--- config.mk ---
export PLATFORM = sky130hd
export DESIGN_NAME = pitp_top
export DESIGN_NICKNAME = d
export VERILOG_FILES = /design/src/pitp_pkg.sv /design/src/pitp_top.sv
export VERILOG_INCLUDE_DIRS = /design/src
export SDC_FILE = /design/constraint.sdc
export NUM_CORES = 2
export LEC_CHECK = 0
export ABC_AREA = 1
export ABC_CLOCK_PERIOD_IN_PS = 11500
export BUFFER_PORTS_ARGS = -buffer_cell sky130_fd_sc_hd__buf_2
export CAP_MARGIN = 25
export CORE_MARGIN = 3
export CORE_UTILIZATION = 35
export CTS_CLUSTER_DIAMETER = 150
export CTS_CLUSTER_SIZE = 12
export DETAILED_ROUTE_END_ITERATION = 7
export HOLD_SLACK_MARGIN = 0.05
export PLACE_DENSITY_LB_ADDON = 0.08
export SLEW_MARGIN = 20
export SYNTH_ARGS = -nofsm -noshare
export SYNTH_HDL_FRONTEND = slang
export SYNTH_SLANG_ARGS = --single-unit
--- constraint.sdc ---
create_clock -name mclk -period 11.5 [get_ports mclk]
set_input_delay 1.15 -clock mclk [delete_from_list [all_inputs] [get_ports mclk]]
set_output_delay 1.15 -clock mclk [all_outputs]
set_load 0.02 [all_outputs]
--- src/pitp_cfg.svh ---
// offsets, field positions, reset values and timing counts of the thermostat block
`ifndef PITP_CFG_SVH
`define PITP_CFG_SVH
`define PITP_OFF_CTRL 12'h000
`define PITP_OFF_HCIN 12'h004
`define PITP_OFF_OPMODE 12'h008
`define PITP_OFF_PBAND 12'h00C
`define PITP_OFF_ITIME 12'h010
`define PITP_OFF_PERIOD 12'h014
`define PITP_OFF_STAT 12'h018
`define PITP_OFF_CV 12'h01C
`define PITP_OFF_SP_BASE 12'h020
`define PITP_OFF_TEMP 12'h050
`define PITP_NSP 11
`define PITP_SP_IN 4'h0
`define PITP_SP_DEF_H 4'h1
`define PITP_SP_DEF_C 4'h2
`define PITP_SP_COMF_H 4'h3
`define PITP_SP_COMF_C 4'h4
`define PITP_SP_STBY_H 4'h5
`define PITP_SP_STBY_C 4'h6
`define PITP_SP_ECO_H 4'h7
`define PITP_SP_ECO_C 4'h8
`define PITP_SP_PROT_H 4'h9
`define PITP_SP_PROT_C 4'hA
`define PITP_CTRL_MGMT 1:0
`define PITP_CTRL_HEAT_EN 2
`define PITP_CTRL_COOL_EN 3
`define PITP_CTRL_WIN_EN 4
`define PITP_CTRL_AUTO_SW 5
`define PITP_CTRL_PWM_EN 6
`define PITP_CTRL_RST 7'h44
`define PITP_PBAND_RST 16'h0050
`define PITP_ITIME_RST 10'h096
`define PITP_PERIOD_RST 8'h0F
`define PITP_SP_RST_IN 16'h0140
`define PITP_SP_RST_DEF_H 16'h0140
`define PITP_SP_RST_DEF_C 16'h0180
`define PITP_SP_RST_COMF_H 16'h0140
`define PITP_SP_RST_COMF_C 16'h0180
`define PITP_SP_RST_STBY_H 16'hFFE0
`define PITP_SP_RST_STBY_C 16'h0020
`define PITP_SP_RST_ECO_H 16'hFFC0
`define PITP_SP_RST_ECO_C 16'h0040
`define PITP_SP_RST_PROT_H 16'h0070
`define PITP_SP_RST_PROT_C 16'h0230
`define PITP_PCT_FULL 16'h6400
`define PITP_PCT_SCALE 32'h00006400
`define PITP_SEC_PER_MIN 16'h003C
`define PITP_CLK_HZ 25000000
`define PITP_SAMPLE_S 1
`define PITP_TICK_CYCLES (`PITP_CLK_HZ * `PITP_SAMPLE_S)
`define PITP_TICK_W 25
`endif

--- src/pitp_pkg.sv ---
// types shared by the thermostat block
package pitp_pkg;
   typedef enum logic [1:0] {
      PITP_MGMT_SINGLE = 2'h0,
      PITP_MGMT_REL = 2'h1,
      PITP_MGMT_ABS = 2'h2
   } pitp_mgmt_t;
   typedef enum logic [1:0] {
      PITP_OPM_COMFORT = 2'h0,
      PITP_OPM_STANDBY = 2'h1,
      PITP_OPM_ECONOMY = 2'h2,
      PITP_OPM_PROTECT = 2'h3
   } pitp_opmode_t;
   typedef enum logic [1:0] {
      PITP_ST_IDLE = 2'b00,
      PITP_ST_DIVP = 2'b01,
      PITP_ST_DIVI = 2'b11,
      PITP_ST_UPD = 2'b10
   } pitp_state_t;
endpackage

--- src/pitp_top.sv ---
// pi room thermostat: setpoint selection, pi control variable and pwm actuator drive
//
// Summary of operation
// - error is setpoint minus temp heating, reversed cooling
// - control variable is proportional plus integral term
// - proportional gain is hundred over proportional band
// - integral gain is proportional gain over integral time
// - error equal to band gives full scale
// - pwm on time proportional to control variable
// - setpoint change restarts pwm cycle immediately
// - single setpoint input kept in nonvolatile storage
// - unwritten input uses default heating or cooling setpoints
// - heat/cool status input selects controller action
// - open window freezes input, applies protection setpoint
// - relative mode stores every written value nonvolatile
// - operating mode input selects mode, comfort default
// - absolute mode exposes four absolute setpoints
// - four mutually exclusive operating modes
// - single mode has setpoint and protection only
// - separate heating and cooling values kept
// - setpoints accessible except during automatic switch-over
//
// Decided for this implementation: the register offsets and register access over APB.
`timescale 1ns/1ns
`include "pitp_cfg.svh"
`default_nettype none
module pitp_top
   import pitp_pkg::*;
#(
   parameter int unsigned TICK_CYCLES = `PITP_TICK_CYCLES
) (
   input wire logic mclk,
   input wire logic resetn,
   input wire logic psel,
   input wire logic penable,
   input wire logic pwrite,
   input wire logic [11:0] paddr,
   input wire logic [31:0] pwdata,
   output logic [31:0] prdata,
   output logic pready,
   output logic pslverr,
   input wire logic [15:0] temp_meas,
   input wire logic window_open,
   output logic valve_on,
   output logic [15:0] control_pct,
   output logic nv_wr,
   output logic [3:0] nv_idx,
   output logic [15:0] nv_data
);

   // temperatures are signed, 1/16 K per lsb; percent values carry 8 fraction bits

   function automatic logic [15:0] sel_hc(input logic heat, input logic [15:0] h,
                                          input logic [15:0] c);
      sel_hc = heat ? h : c;
   endfunction

   function automatic logic [15:0] sp_rst(input int idx);
      case (idx)
         0: sp_rst = `PITP_SP_RST_IN;
         1: sp_rst = `PITP_SP_RST_DEF_H;
         2: sp_rst = `PITP_SP_RST_DEF_C;
         3: sp_rst = `PITP_SP_RST_COMF_H;
         4: sp_rst = `PITP_SP_RST_COMF_C;
         5: sp_rst = `PITP_SP_RST_STBY_H;
         6: sp_rst = `PITP_SP_RST_STBY_C;
         7: sp_rst = `PITP_SP_RST_ECO_H;
         8: sp_rst = `PITP_SP_RST_ECO_C;
         9: sp_rst = `PITP_SP_RST_PROT_H;
         default: sp_rst = `PITP_SP_RST_PROT_C;
      endcase
   endfunction

   // ---------------- register bus ----------------
   logic [6:0] ctrl_q;
   logic hc_heat_q;
   logic [1:0] opm_q;
   logic opm_wr_q;
   logic sp_in_wr_q;
   logic [15:0] pband_q;
   logic [9:0] itime_q;
   logic [7:0] period_q;
   logic [15:0] sp_q [`PITP_NSP];
   logic [31:0] prdata_q;
   logic pslverr_q;

   wire acc = psel & penable;
   wire setup = psel & ~penable;
   wire wr = acc & pwrite;
   wire [11:0] sp_off = paddr - `PITP_OFF_SP_BASE;
   wire [3:0] sp_sel = sp_off[5:2];
   wire sp_hit = (paddr >= `PITP_OFF_SP_BASE) && (sp_sel < 4'(`PITP_NSP))
                 && (sp_off[11:6] == 6'h00) && (paddr[1:0] == 2'h0);
   wire auto_sw = ctrl_q[`PITP_CTRL_AUTO_SW];
   wire sp_blocked = sp_hit & auto_sw;
   wire reg_hit = (paddr <= `PITP_OFF_CV) && (paddr[1:0] == 2'h0);
   wire tmp_hit = (paddr == `PITP_OFF_TEMP);
   wire bad_addr = ~(reg_hit | tmp_hit | sp_hit);
   wire mgmt_single = (ctrl_q[`PITP_CTRL_MGMT] == PITP_MGMT_SINGLE);
   wire mgmt_rel = (ctrl_q[`PITP_CTRL_MGMT] == PITP_MGMT_REL);
   wire heat_en = ctrl_q[`PITP_CTRL_HEAT_EN];
   wire cool_en = ctrl_q[`PITP_CTRL_COOL_EN];
   wire win_freeze = ctrl_q[`PITP_CTRL_WIN_EN] & window_open;
   // the input setpoint ignores writes while frozen by an open window
   wire sp_in_lock = win_freeze & (sp_sel == `PITP_SP_IN);
   wire sp_wr = wr & sp_hit & ~sp_blocked & ~sp_in_lock;
   wire nv_keep = mgmt_rel | (mgmt_single & (sp_sel == `PITP_SP_IN));

   assign pready = 1'b1;
   assign prdata = prdata_q;
   assign pslverr = pslverr_q;

   always_ff @(posedge mclk or negedge resetn) begin
      if (!resetn) begin
         ctrl_q <= `PITP_CTRL_RST;
         hc_heat_q <= 1'b1;
         opm_q <= PITP_OPM_COMFORT;
         opm_wr_q <= 1'b0;
         pband_q <= `PITP_PBAND_RST;
         itime_q <= `PITP_ITIME_RST;
         period_q <= `PITP_PERIOD_RST;
      end else if (wr) begin
         case (paddr)
            `PITP_OFF_CTRL: ctrl_q <= pwdata[6:0];
            `PITP_OFF_HCIN: hc_heat_q <= pwdata[0];
            `PITP_OFF_OPMODE: begin
               opm_q <= pwdata[1:0];
               opm_wr_q <= 1'b1;
            end
            // a zero band would divide by zero and a zero period would keep the valve off, so the least value is 1
            `PITP_OFF_PBAND: pband_q <= (pwdata[15:0] == 16'h0000) ? 16'h0001 : pwdata[15:0];
            `PITP_OFF_ITIME: itime_q <= pwdata[9:0];
            `PITP_OFF_PERIOD: period_q <= (pwdata[7:0] == 8'h00) ? 8'h01 : pwdata[7:0];
            default: ;
         endcase
      end
   end

   // setpoint and offset slots, heating and cooling kept apart
   genvar gi;
   generate
      for (gi = 0; gi < `PITP_NSP; gi++) begin : g_sp
         always_ff @(posedge mclk or negedge resetn) begin
            if (!resetn) begin
               sp_q[gi] <= sp_rst(gi);
            end else if (sp_wr && (sp_sel == 4'(gi))) begin
               sp_q[gi] <= pwdata[15:0];
            end
         end
      end
   endgenerate

   always_ff @(posedge mclk or negedge resetn) begin
      if (!resetn) begin
         sp_in_wr_q <= 1'b0;
      end else if (sp_wr && (sp_sel == `PITP_SP_IN)) begin
         sp_in_wr_q <= 1'b1;
      end
   end

   // store request toward the external non-volatile memory, one pulse per slot write in relative mode or input slot write in single mode
   always_ff @(posedge mclk or negedge resetn) begin
      if (!resetn) begin
         nv_wr <= 1'b0;
         nv_idx <= 4'h0;
         nv_data <= 16'h0000;
      end else begin
         nv_wr <= sp_wr & nv_keep;
         if (sp_wr) begin
            nv_idx <= sp_sel;
            nv_data <= pwdata[15:0];
         end
      end
   end

   // ---------------- setpoint selection ----------------
   wire heat_act = (heat_en & cool_en) ? hc_heat_q : heat_en;
   wire ctl_en = heat_en | cool_en;
   logic [1:0] eff_opm;
   logic [15:0] sp_act;
   wire [15:0] comf = sel_hc(heat_act, sp_q[`PITP_SP_COMF_H], sp_q[`PITP_SP_COMF_C]);
   wire [15:0] stby = sel_hc(heat_act, sp_q[`PITP_SP_STBY_H], sp_q[`PITP_SP_STBY_C]);
   wire [15:0] eco = sel_hc(heat_act, sp_q[`PITP_SP_ECO_H], sp_q[`PITP_SP_ECO_C]);
   wire [15:0] prot = sel_hc(heat_act, sp_q[`PITP_SP_PROT_H], sp_q[`PITP_SP_PROT_C]);
   wire [15:0] dflt = sel_hc(heat_act, sp_q[`PITP_SP_DEF_H], sp_q[`PITP_SP_DEF_C]);
   wire [1:0] opm_sel = opm_wr_q ? opm_q : PITP_OPM_COMFORT;

   always_comb begin
      if (win_freeze) begin
         eff_opm = PITP_OPM_PROTECT;
      end else if (mgmt_single) begin
         eff_opm = PITP_OPM_COMFORT;
      end else begin
         eff_opm = opm_sel;
      end
   end

   always_comb begin
      case (eff_opm)
         PITP_OPM_PROTECT: sp_act = prot;
         PITP_OPM_STANDBY: sp_act = mgmt_rel ? comf + stby : stby;
         PITP_OPM_ECONOMY: sp_act = mgmt_rel ? comf + eco : eco;
         default: begin
            if (mgmt_single) begin
               sp_act = sp_in_wr_q ? sp_q[`PITP_SP_IN] : dflt;
            end else begin
               sp_act = comf;
            end
         end
      endcase
   end

   // ---------------- timebase ----------------
   logic [`PITP_TICK_W-1:0] pre_q;
   logic tick_q;
   logic [15:0] sp_last_q;
   logic restart_q;
   logic rs_run_q;
   logic calc_start;
   logic calc_done;
   wire sp_change = (sp_act != sp_last_q);
   // only a computation started after the change may restart the pwm cycle
   wire restart_now = rs_run_q & calc_done;

   always_ff @(posedge mclk or negedge resetn) begin
      if (!resetn) begin
         pre_q <= '0;
         tick_q <= 1'b0;
      end else if (restart_now || pre_q == `PITP_TICK_W'(TICK_CYCLES - 1)) begin
         pre_q <= '0;
         tick_q <= ~restart_now;
      end else begin
         pre_q <= pre_q + 1'b1;
         tick_q <= 1'b0;
      end
   end

   always_ff @(posedge mclk or negedge resetn) begin
      if (!resetn) begin
         sp_last_q <= 16'h0000;
         restart_q <= 1'b1;
         rs_run_q <= 1'b0;
      end else begin
         sp_last_q <= sp_act;
         if (sp_change) begin
            restart_q <= 1'b1;
         end else if (calc_start) begin
            restart_q <= 1'b0;
         end
         if (calc_start) begin
            rs_run_q <= restart_q;
         end else if (calc_done) begin
            rs_run_q <= 1'b0;
         end
      end
   end

   // ---------------- pi computation ----------------
   pitp_state_t st_q;
   logic [16:0] rem_q;
   logic [31:0] quo_q;
   logic [15:0] den_q;
   logic [4:0] it_q;
   logic integ_pend_q;
   logic [15:0] p_mag_q;
   logic p_neg_q;
   logic signed [31:0] integ_q;
   logic [15:0] cv_q;
   logic sat_hi_q;
   logic sat_lo_q;

   wire signed [16:0] t_s = 17'(signed'(temp_meas));
   wire signed [16:0] sp_s = 17'(signed'(sp_act));
   wire signed [16:0] err = heat_act ? sp_s - t_s : t_s - sp_s;
   wire err_neg = err[16];
   wire [16:0] err_abs = err_neg ? 17'(-err) : 17'(err);
   wire [15:0] err_mag = err_abs[16] ? 16'hFFFF : err_abs[15:0];
   // gain 100/band: p% = 100 * err / band, so err == band reads as full scale
   wire [31:0] p_num = 32'(err_mag) * `PITP_PCT_SCALE;
   wire [16:0] div_try = {rem_q[15:0], quo_q[31]};
   wire div_ge = (div_try >= {1'b0, den_q});
   // quotient including the step taken at this edge, so no bit is lost at the hand-over
   wire [31:0] q_fin = {quo_q[30:0], div_ge};
   // integral gain kp/ti scaled for a one-second sample: p * 2^16 / (60 * ti)
   wire [15:0] i_den = 16'(32'(itime_q) * 32'(`PITP_SEC_PER_MIN));
   wire [31:0] p_big = (q_fin > 32'(2 * `PITP_PCT_FULL)) ? 32'(2 * `PITP_PCT_FULL) : q_fin;
   wire [15:0] p_lim = (p_big > 32'(`PITP_PCT_FULL)) ? `PITP_PCT_FULL : p_big[15:0];
   wire signed [31:0] inc = p_neg_q ? -signed'(quo_q) : signed'(quo_q);
   wire inc_ok = !(sat_hi_q && !p_neg_q) && !(sat_lo_q && p_neg_q);
   wire signed [31:0] integ_max = signed'({8'h00, `PITP_PCT_FULL, 8'h00}) <<< 8;
   wire signed [32:0] integ_sum = 33'(integ_q) + 33'(inc);
   wire signed [31:0] integ_nxt = (integ_sum > 33'(integ_max)) ? integ_max :
                                  (integ_sum < -33'(integ_max)) ? -integ_max :
                                  integ_sum[31:0];
   wire signed [17:0] p_term = p_neg_q ? -18'(p_mag_q) : 18'(p_mag_q);
   wire signed [18:0] cv_raw = 19'(p_term) + 19'(integ_q >>> 16);
   wire cv_hi = cv_raw > 19'sh06400;
   wire cv_lo = cv_raw < 19'sd0;
   wire [15:0] cv_clip = cv_hi ? `PITP_PCT_FULL : (cv_lo ? 16'h0000 : cv_raw[15:0]);

   assign calc_done = (st_q == PITP_ST_UPD);
   assign calc_start = (st_q == PITP_ST_IDLE) & (tick_q | restart_q);
   assign control_pct = cv_q;

   always_ff @(posedge mclk or negedge resetn) begin
      if (!resetn) begin
         st_q <= PITP_ST_IDLE;
         rem_q <= '0;
         quo_q <= '0;
         den_q <= 16'h0001;
         it_q <= '0;
         integ_pend_q <= 1'b0;
         p_mag_q <= '0;
         p_neg_q <= 1'b0;
      end else begin
         case (st_q)
            PITP_ST_IDLE: begin
               if (tick_q || restart_q) begin
                  st_q <= PITP_ST_DIVP;
                  integ_pend_q <= tick_q;
                  rem_q <= '0;
                  quo_q <= p_num;
                  den_q <= pband_q;
                  p_neg_q <= err_neg;
                  it_q <= '0;
               end
            end
            PITP_ST_DIVP, PITP_ST_DIVI: begin
               rem_q <= div_ge ? div_try - {1'b0, den_q} : div_try;
               quo_q <= q_fin;
               it_q <= it_q + 1'b1;
               if (it_q == 5'h1F && st_q == PITP_ST_DIVP) begin
                  // second division starts from the finished proportional magnitude
                  st_q <= PITP_ST_DIVI;
                  p_mag_q <= p_big[15:0];
                  rem_q <= '0;
                  quo_q <= {p_lim, 16'h0000};
                  den_q <= i_den;
               end else if (it_q == 5'h1F) begin
                  st_q <= PITP_ST_UPD;
               end
            end
            PITP_ST_UPD: st_q <= PITP_ST_IDLE;
            default: st_q <= PITP_ST_IDLE;
         endcase
      end
   end

   always_ff @(posedge mclk or negedge resetn) begin
      if (!resetn) begin
         integ_q <= '0;
         cv_q <= 16'h0000;
         sat_hi_q <= 1'b0;
         sat_lo_q <= 1'b0;
      end else if (calc_done) begin
         if (itime_q == 10'h000 || !ctl_en) begin
            integ_q <= '0;
         end else if (integ_pend_q && inc_ok) begin
            integ_q <= integ_nxt;
         end
         cv_q <= ctl_en ? cv_clip : 16'h0000;
         sat_hi_q <= cv_hi;
         sat_lo_q <= cv_lo;
      end
   end

   // ---------------- pwm ----------------
   logic [15:0] sec_q;
   wire [15:0] period_s = 16'(32'(period_q) * 32'(`PITP_SEC_PER_MIN));
   // compare scaled products instead of dividing for the on time
   wire [31:0] pos_scaled = 32'(sec_q) * `PITP_PCT_SCALE;
   wire [31:0] on_scaled = 32'(cv_q) * 32'(period_s);
   wire pwm_on = (pos_scaled < on_scaled) & ctrl_q[`PITP_CTRL_PWM_EN];

   always_ff @(posedge mclk or negedge resetn) begin
      if (!resetn) begin
         sec_q <= 16'h0000;
         valve_on <= 1'b0;
      end else begin
         if (restart_now) begin
            sec_q <= 16'h0000;
         end else if (tick_q) begin
            sec_q <= (sec_q >= period_s - 16'h0001) ? 16'h0000 : sec_q + 16'h0001;
         end
         valve_on <= pwm_on & ~(restart_q | rs_run_q);
      end
   end

   // ---------------- read path ----------------
   logic [31:0] rd_d;
   wire [7:0] stat = {opm_wr_q, sp_in_wr_q, eff_opm, win_freeze, sat_hi_q | sat_lo_q,
                      heat_act, valve_on};

   always_comb begin
      rd_d = 32'h0000_0000;
      if (sp_hit) begin
         rd_d = sp_blocked ? 32'h0000_0000 : {16'h0000, sp_q[sp_sel]};
      end else begin
         case (paddr)
            `PITP_OFF_CTRL: rd_d = {25'h0, ctrl_q};
            `PITP_OFF_HCIN: rd_d = {31'h0, hc_heat_q};
            `PITP_OFF_OPMODE: rd_d = {30'h0, opm_q};
            `PITP_OFF_PBAND: rd_d = {16'h0, pband_q};
            `PITP_OFF_ITIME: rd_d = {22'h0, itime_q};
            `PITP_OFF_PERIOD: rd_d = {24'h0, period_q};
            `PITP_OFF_STAT: rd_d = {24'h0, stat};
            `PITP_OFF_CV: rd_d = {sp_act, cv_q};
            `PITP_OFF_TEMP: rd_d = {16'h0, temp_meas};
            default: rd_d = 32'h0000_0000;
         endcase
      end
   end

   // captured in the setup cycle so the access phase answers from flip-flops
   always_ff @(posedge mclk or negedge resetn) begin
      if (!resetn) begin
         prdata_q <= 32'h0000_0000;
         pslverr_q <= 1'b0;
      end else if (setup) begin
         prdata_q <= pwrite ? 32'h0000_0000 : rd_d;
         pslverr_q <= bad_addr | sp_blocked;
      end
   end

endmodule // pitp_top
`default_nettype wire

# [Yosys cells after proc, flatten, opt, wreduce, memory -nomap -nowiden]
# Index checks and enable logic that the tools add are counted.
[totals] out_inout_bits=72 regBits=476 elab_cells=254
[op_classes] mux=62 order_cmp=13 n_reduce_logical=54 eq_ne=31 n_bitwise=31 add_sub_neg=15 n_mul=5
[op_table] operator="$mux 16" count=26
[op_table] operator="$mux 32" count=10
[op_table] operator="$pmux 32 s9" count=1
[op_table] operator="$bmux 16 s4" count=1
[op_table] operator="$pmux 16 s2" count=2
[op_table] operator="$pmux 32 s2" count=1
[op_table] operator="$eq 12x5->1 const B" count=4
[op_table] operator="$pmux 16 s3" count=1
[op_table] operator="$mul 16x5->21 const B" count=2
[op_table] operator="$mux 17" count=2
[op_table] operator="$sub 16x16->17" count=2
[op_table] operator="$add 32x32->33" count=1
[op_table] operator="$gt 33x32->1 const B" count=1
[op_table] operator="$lt 33x32->1 const B" count=1
[op_table] operator="$add 16x16->16" count=2
[op_table] operator="$gt 32x15->1 const B" count=1
[op_table] operator="$gt 32x16->1 const B" count=1
[op_table] operator="$neg 32->32" count=1
[op_table] operator="$lt 31x30->1" count=1
[op_table] operator="$mul 16x12->28" count=1
[op_table] operator="$add 25x1->25 const B" count=1
[op_table] operator="$eq 25x25->1 const B" count=1
[op_table] operator="$mux 25" count=1
[op_table] operator="$eq 12x4->1 const B" count=2
[op_table] operator="56 further kinds" count=144

# [Depth between registers and ports, before layout]
[logic_depth] word_depth=14 mapped_depth=60 ltp_nobuf=57

# [Worst setup path after synthesis]
# OpenSTA, ideal clock, no wires.
[synth_timing] path_kind="register to register" start="register period_q[1]" end="register valve_on" n_path_buf=0 arrival_ns=8.318 setup_ns=0.071 path_slack_ns=3.111 synth_period_minus_slack_ns=8.389 path_stages_with_launch=44 path_cell_list="dfstp_2 -> inv_1 -> fa_1 -> fa_1 -> inv_1 -> ha_1 -> nand2_1 -> o21ai_1 -> nand2_1 -> nand2_1 -> a21oi_1 -> or2_1 -> nand2_1 -> a21oi_1 -> or2_2 -> nand2_1 -> inv_1 -> nand2_1 -> [... 8 more ...] -> ha_1 -> a21oi_1 -> o21a_1 -> nand2_1 -> a21oi_1 -> o21ai_1 -> a21oi_1 -> o21ai_1 -> a21oi_1 -> xor2_1 -> ha_1 -> a21oi_1 -> o211ai_1 -> inv_1 -> nand2_1 -> nor2_1 -> nand3_1 -> nor2_1"
[synth_via] elab_chain_len=5
[synth_lines] element="from (decl)" line="pitp_top.sv:82" rtl="logic [7:0] period_q;"
[synth_lines] element="from (signal assigned)" line="pitp_top.sv:121" rtl="period_q <= `PITP_PERIOD_RST;"
[synth_lines] element="from (signal assigned)" line="pitp_top.sv:133" rtl="`PITP_OFF_PERIOD: period_q <= (pwdata[7:0] == 8'h00) ? 8'h01 : pwdata[7:0];"
[synth_lines] element="$mul 8x4->12" line="pitp_top.sv:369" rtl="wire [15:0] period_s = 16'(32'(period_q) * 32'(`PITP_SEC_PER_MIN));"
[synth_lines] element="$mul 16x12->28" line="pitp_top.sv:372" rtl="wire [31:0] on_scaled = 32'(cv_q) * 32'(period_s);"
[synth_lines] element="$lt 31x30->1" line="pitp_top.sv:373" rtl="wire pwm_on = (pos_scaled < on_scaled) & ctrl_q[`PITP_CTRL_PWM_EN];"
[synth_lines] element="$and 1x1->1" line="pitp_top.sv:373"
[synth_lines] element="$and 1x1->1" line="pitp_top.sv:385" rtl="valve_on <= pwm_on & ~(restart_q | rs_run_q);"
[synth_lines] element="to (signal assigned)" line="pitp_top.sv:385"
[synth_lines] element="to (decl)" line="pitp_top.sv:44" rtl="output logic valve_on,"
# Every way passes these cells.
# A chain may end at the register's enable or synchronous reset.

# [Worst setup path after layout]
[layout_timing] start="register hc_heat_q" end="register quo_q[29]"
[layout_via] elab_chain_len=13 word_cells_on_any_way=22 cone_classes="5 x add/sub; 1 x mul; 16 x mux"
[layout_lines] element="from (decl)" line="pitp_top.sv:76" rtl="logic hc_heat_q;"
[layout_lines] element="from (signal assigned)" line="pitp_top.sv:125" rtl="`PITP_OFF_HCIN: hc_heat_q <= pwdata[0];"
[layout_lines] element="$mux 1 *" line="pitp_top.sv:177" rtl="wire heat_act = (heat_en & cool_en) ? hc_heat_q : heat_en;"
[layout_lines] element="$mux 16" line="pitp_top.sv:55" rtl="sel_hc = heat ? h : c;"
[layout_lines] element="$add 16x16->16, or another cell as far along" line="pitp_top.sv:202" rtl="PITP_OPM_ECONOMY: sp_act = mgmt_rel ? comf + eco : eco;"
[layout_lines] element="$mux 16 (on tied branches)" line="pitp_top.sv:202, pitp_top.sv:201, pitp_top.sv:204"
[layout_lines] element="$pmux 16 s3 *" line="pitp_top.sv:199" rtl="case (eff_opm)"
[layout_lines] element="named net sp_act[7]" line="pitp_top.sv:180" rtl="logic [15:0] sp_act;"
[layout_lines] element="$sub 16x16->17" line="pitp_top.sv:274" rtl="wire signed [16:0] err = heat_act ? sp_s - t_s : t_s - sp_s;"
[layout_lines] element="$mux 17 *" line="pitp_top.sv:274"
[layout_lines] element="$neg 17->17" line="pitp_top.sv:276" rtl="wire [16:0] err_abs = err_neg ? 17'(-err) : 17'(err);"
[layout_lines] element="$mux 17 *" line="pitp_top.sv:276"
[layout_lines] element="$mux 16 *" line="pitp_top.sv:277" rtl="wire [15:0] err_mag = err_abs[16] ? 16'hFFFF : err_abs[15:0];"
[layout_lines] element="$mul 16x5->21 (no source line) *"
[layout_lines] element="$mux 32 *" line="pitp_top.sv:318" rtl="if (tick_q || restart_q) begin"
[layout_lines] element="$pmux 32 s2 *" line="pitp_top.sv:316" rtl="case (st_q)"
[layout_lines] element="to (signal assigned)" line="pitp_top.sv:322" rtl="quo_q <= p_num;"
[layout_lines] element="to (signal assigned)" line="pitp_top.sv:330" rtl="quo_q <= q_fin;"
[layout_lines] element="to (signal assigned)" line="pitp_top.sv:337" rtl="quo_q <= {p_lim, 16'h0000};"
[layout_lines] element="to (decl)" line="pitp_top.sv:261" rtl="logic [31:0] quo_q;"
# The timed path passes the listed nets; every way through them passes the cells marked *. The select of a mux whose other input is x is not followed.

==> impl_metrics.csv <==
group,metric,value,unit
floorplanning,initial_core_util,35.43,%
worst_setup_path,critPathRequiredTime,12.03,ns
timing,tightestPinTransition,1.024,ns
yosys,syn_avg_cell_area,7.145,um^2
worst_setup_path,crit_slowest_cell,"o21ai_0",
clock_network,cts_buffers,46,
yosys,ys_seq_elements,476,
final_layout,fin_nets,6928,
timing,fmax,101.2,MHz
power_and_ir_drop,clock_power_share,31.2,%
final_layout,final_layout_size_suffix_gt1_share,6.744,%
yosys,yosys_warnings,0,
worst_setup_path,cp.arrival,10.41,ns
placed_design,placed_area,46980,um^2
yosys,synth_top_area_share,23.61,%
floorplanning,io_pins,138,
grt,antenna_found_initial,6,
timing,clock_skew,0.06274,ns
clock_network,postCtsSetupRepairBufs,0,
drt,wirelength,170200,um
placed_design,dp_hpwl,129700,um
yosys,yosysMostFrequentCell,"nand2_1",
worst_hold_path,hold_start,"pre_q[0]",
yosys,synth_area,44720,um^2
drt,firstDrtPassIters,8,
clock_network,insertion_delay,0.69,ns
worst_setup_path,reg2regPathDepth,49,
worst_hold_path,whs_path_depth,1,
floorplanning,die-area,132100,um^2
clock_network,htree_levels,2,
timing,slew-limit-headroom,31.76,%
timing,hold_viol_final,0,
yosys,synth_edf_count,0,
final_layout,fin_util,38.34,%
placed_design,port_buffers,120,
worst_setup_path,cp_max_fo,61,
drt,viasPerCell,5.218,
power_and_ir_drop,vdd_ir_drop_max,0.1038,mV
worst_setup_path,reg2reg_to,"quo_q[29]",
clock_network,cts-resized-gates,0,
placed_design,routabilityCongestion,0.9146,
clock_network,tritoncts,"built",
drt,antenna_left,0,
status,run_status,"finished, final reports clean",
drt,routed-via-count,41610,
grt,overflow,0,
yosys,yosysUniqueCellTypes,70,
timing,fin_tns_setup,0,ns
worst_setup_path,worstSetupPathType,"reg -> reg",
power_and_ir_drop,seq_power_share,36.7,%
grt,grt_max_degree,159,
final_layout,n_fill_cell,13630,
timing,timing.final.max_slew_violations,0,
power_and_ir_drop,p_switching,1.877,mW
clock_network,path_clk_slew,0.08,ns
yosys,yosys.area.top_type,"dfrtp_1",
flow_run,drv_cap,0,
yosys,yosys-top-cells-count,"1703 x nand2_1, 968 x inv_1, 440 x o21ai_0",
drt,drc,0,
floorplanning,die_w,363.4,um
yosys,seq_area_frac_synth,26.79,%
worst_setup_path,path_common_cell,"nand2_1",
timing,rsz0062_at_grt,"false",
placed_design,dp_slack,1.761,ns
timing,layout_setup_ws,1.620,ns
yosys,synth.area.top_cells,"dfrtp_1 24%, nand2_1 14%, ha_1 11%",
grt,grt_pass1_vias,40050,
clock_network,clk_path_buf_depth,3,
worst_setup_path,rr_startpoint,"hc_heat_q",
drt,drt_first_iter_violations,3709,
final_layout,syn_to_final_growth,8.209,%
power_and_ir_drop,power.internal,3.045,mW
power_and_ir_drop,swShare,38.14,%
floorplanning,coreArea,126200,um^2
worst_setup_path,crit_path_end_kind,"flip-flop",
power_and_ir_drop,share_comb_of_total_power,32.0,%
floorplanning,std_cell_rows,130,
timing,finalSetupViolations,0,
grt,grt_pass1_wl,256900,um
clock_network,hold_buffers,0,
worst_setup_path,cp_slowest_stage_delay,0.83,ns
timing,timing.final.crit_share,85.91,%
drt,routedWlPerCell,21.35,um
power_and_ir_drop,power.leakage,24.87,nW
grt,grt.total_usage,25.55,%
worst_hold_path,min_to,"pre_q[0]",
clock_network,clkSinkCount,476,
yosys,synthFlopType,"dfrtp_1",
timing,whs,0.4757,ns
worst_setup_path,cp-start-kind,"flip-flop",
power_and_ir_drop,cellPowerDensity,101.7,nW/um^2
final_layout,design_area,48390,um^2
worst_setup_path,ff2ff_setup_slack,1.62,ns
yosys,ys_async_sr_fraction,100.0,%
yosys,synth_nets,6901,
clock_network,cts_root_buffer,"clkbuf_16",
floorplanning,die_y,363.4,um
yosys,synthCells,6259,
timing,finalCriticalPeriod,9.880,ns
worst_hold_path,hold_path_class,"reg -> reg",
[critical path: cells and delay by family, from the launching register on]
family / cells / cell delay, ns
flops: 1 / 0.52
fa+ha+maj: 6 / 2.19
simple gates: 30 / 4.26
compound gates: 7 / 1.91
buf+inv: 6 / 0.82
[power by group through the flow]
stage / clock (mW) / sequential, mW / combinational, mW
after detailed placement: 0 / 1.84 / 1.58
final: 1.54 / 1.81 / 1.58
after CTS: 1.59 / 1.81 / 1.59
after global placement: 0 / 1.84 / 1.57
after global routing: 1.65 / 1.82 / 1.80
after floorplan: 0 / 1.82 / 1.16
[layout make-up]
type / count / area [um^2] / share of cell area, %
Tap cell: 1650 / 2064 / 4.266
Multi-Input combinational cell: 4583 / 28070 / 58.00
Clock inverter: 5 / 110.1 / 0.2275
Antenna cell: 6 / 15.01 / 0.03103
Sequential cell: 476 / 11980 / 24.76
Clock buffer: 74 / 1256 / 2.596
Inverter: 988 / 3711 / 7.669
Timing Repair Buffer: 191 / 1186 / 2.451
[registers in the layout, indices dropped and copies added, names as in the netlist, 25 cells and up]
register,cells
prdata,32
quo_q,32
pre_q,25
integ_q,32
sp_q,176
[per-layer routing]
layer  GRT usage [%]  vias to the layer above  share of wire [%]
li1                -                    20210                  -
met1           38.38                    20020                 49
met2           37.55                     1208                 42
met3           5.084                      161                7.6
met4           5.536                        2                2.0
met5               0                        -             0.0041
[cell usage in the layout, fill, tap and decap left out, drive strengths merged, types with 66 or more instances in the layout]
cell type  netlist  layout
xor2           131     131
nand4           75      75
o22ai           94      94
nor3            66      66
nand3          294     294
inv            982     985
fa             199     199
a21oi          287     287
clkbuf         132      74
nand2         1724    1724
ha             377     377
dfrtp          422     422
buf             80     191
nor2           435     435
o21ai          569     569
[metrics by stage]
step                      total power [mW]  cells
after floorplan                      2.978   6259
after global routing                 5.262   7967
final                                4.922   7973
after global placement               3.411   7885
after detailed placement             3.415   7886
after CTS                            4.983   7965
[worst max-delay path by stage]
stage / slack, ns / cells after the start / endpoint / from
after floorplan: 3.11 / 43 / valve_on / period_q[1]
after global placement: 1.73 / 49 / quo_q[29] / hc_heat_q
after detailed placement: 1.76 / 49 / quo_q[29] / hc_heat_q
after CTS: 1.64 / 49 / quo_q[29] / hc_heat_q
after global routing: 0.66 / 49 / quo_q[29] / hc_heat_q
final: 1.62 / 49 / quo_q[29] / hc_heat_q
[kinds of logic (layout without fill, tap and decap cells)]
family / Yosys count / count (layout) / share of synthesized area (%)
buffers and inverters: 1200 / 1258 / 10.48
AND/OR/NAND/NOR: 2675 / 2675 / 25.10
flip-flops: 476 / 476 / 26.79
multiplexers: 3 / 3 / 0.06715
adder cells (fa/ha/maj): 576 / 576 / 19.46
other: 1 / 7 / 0.008386
AO/OA/AOI/OAI: 1149 / 1149 / 14.56
XOR/XNOR: 179 / 179 / 3.548
Note: power is estimated with default switching activity, not from simulation.
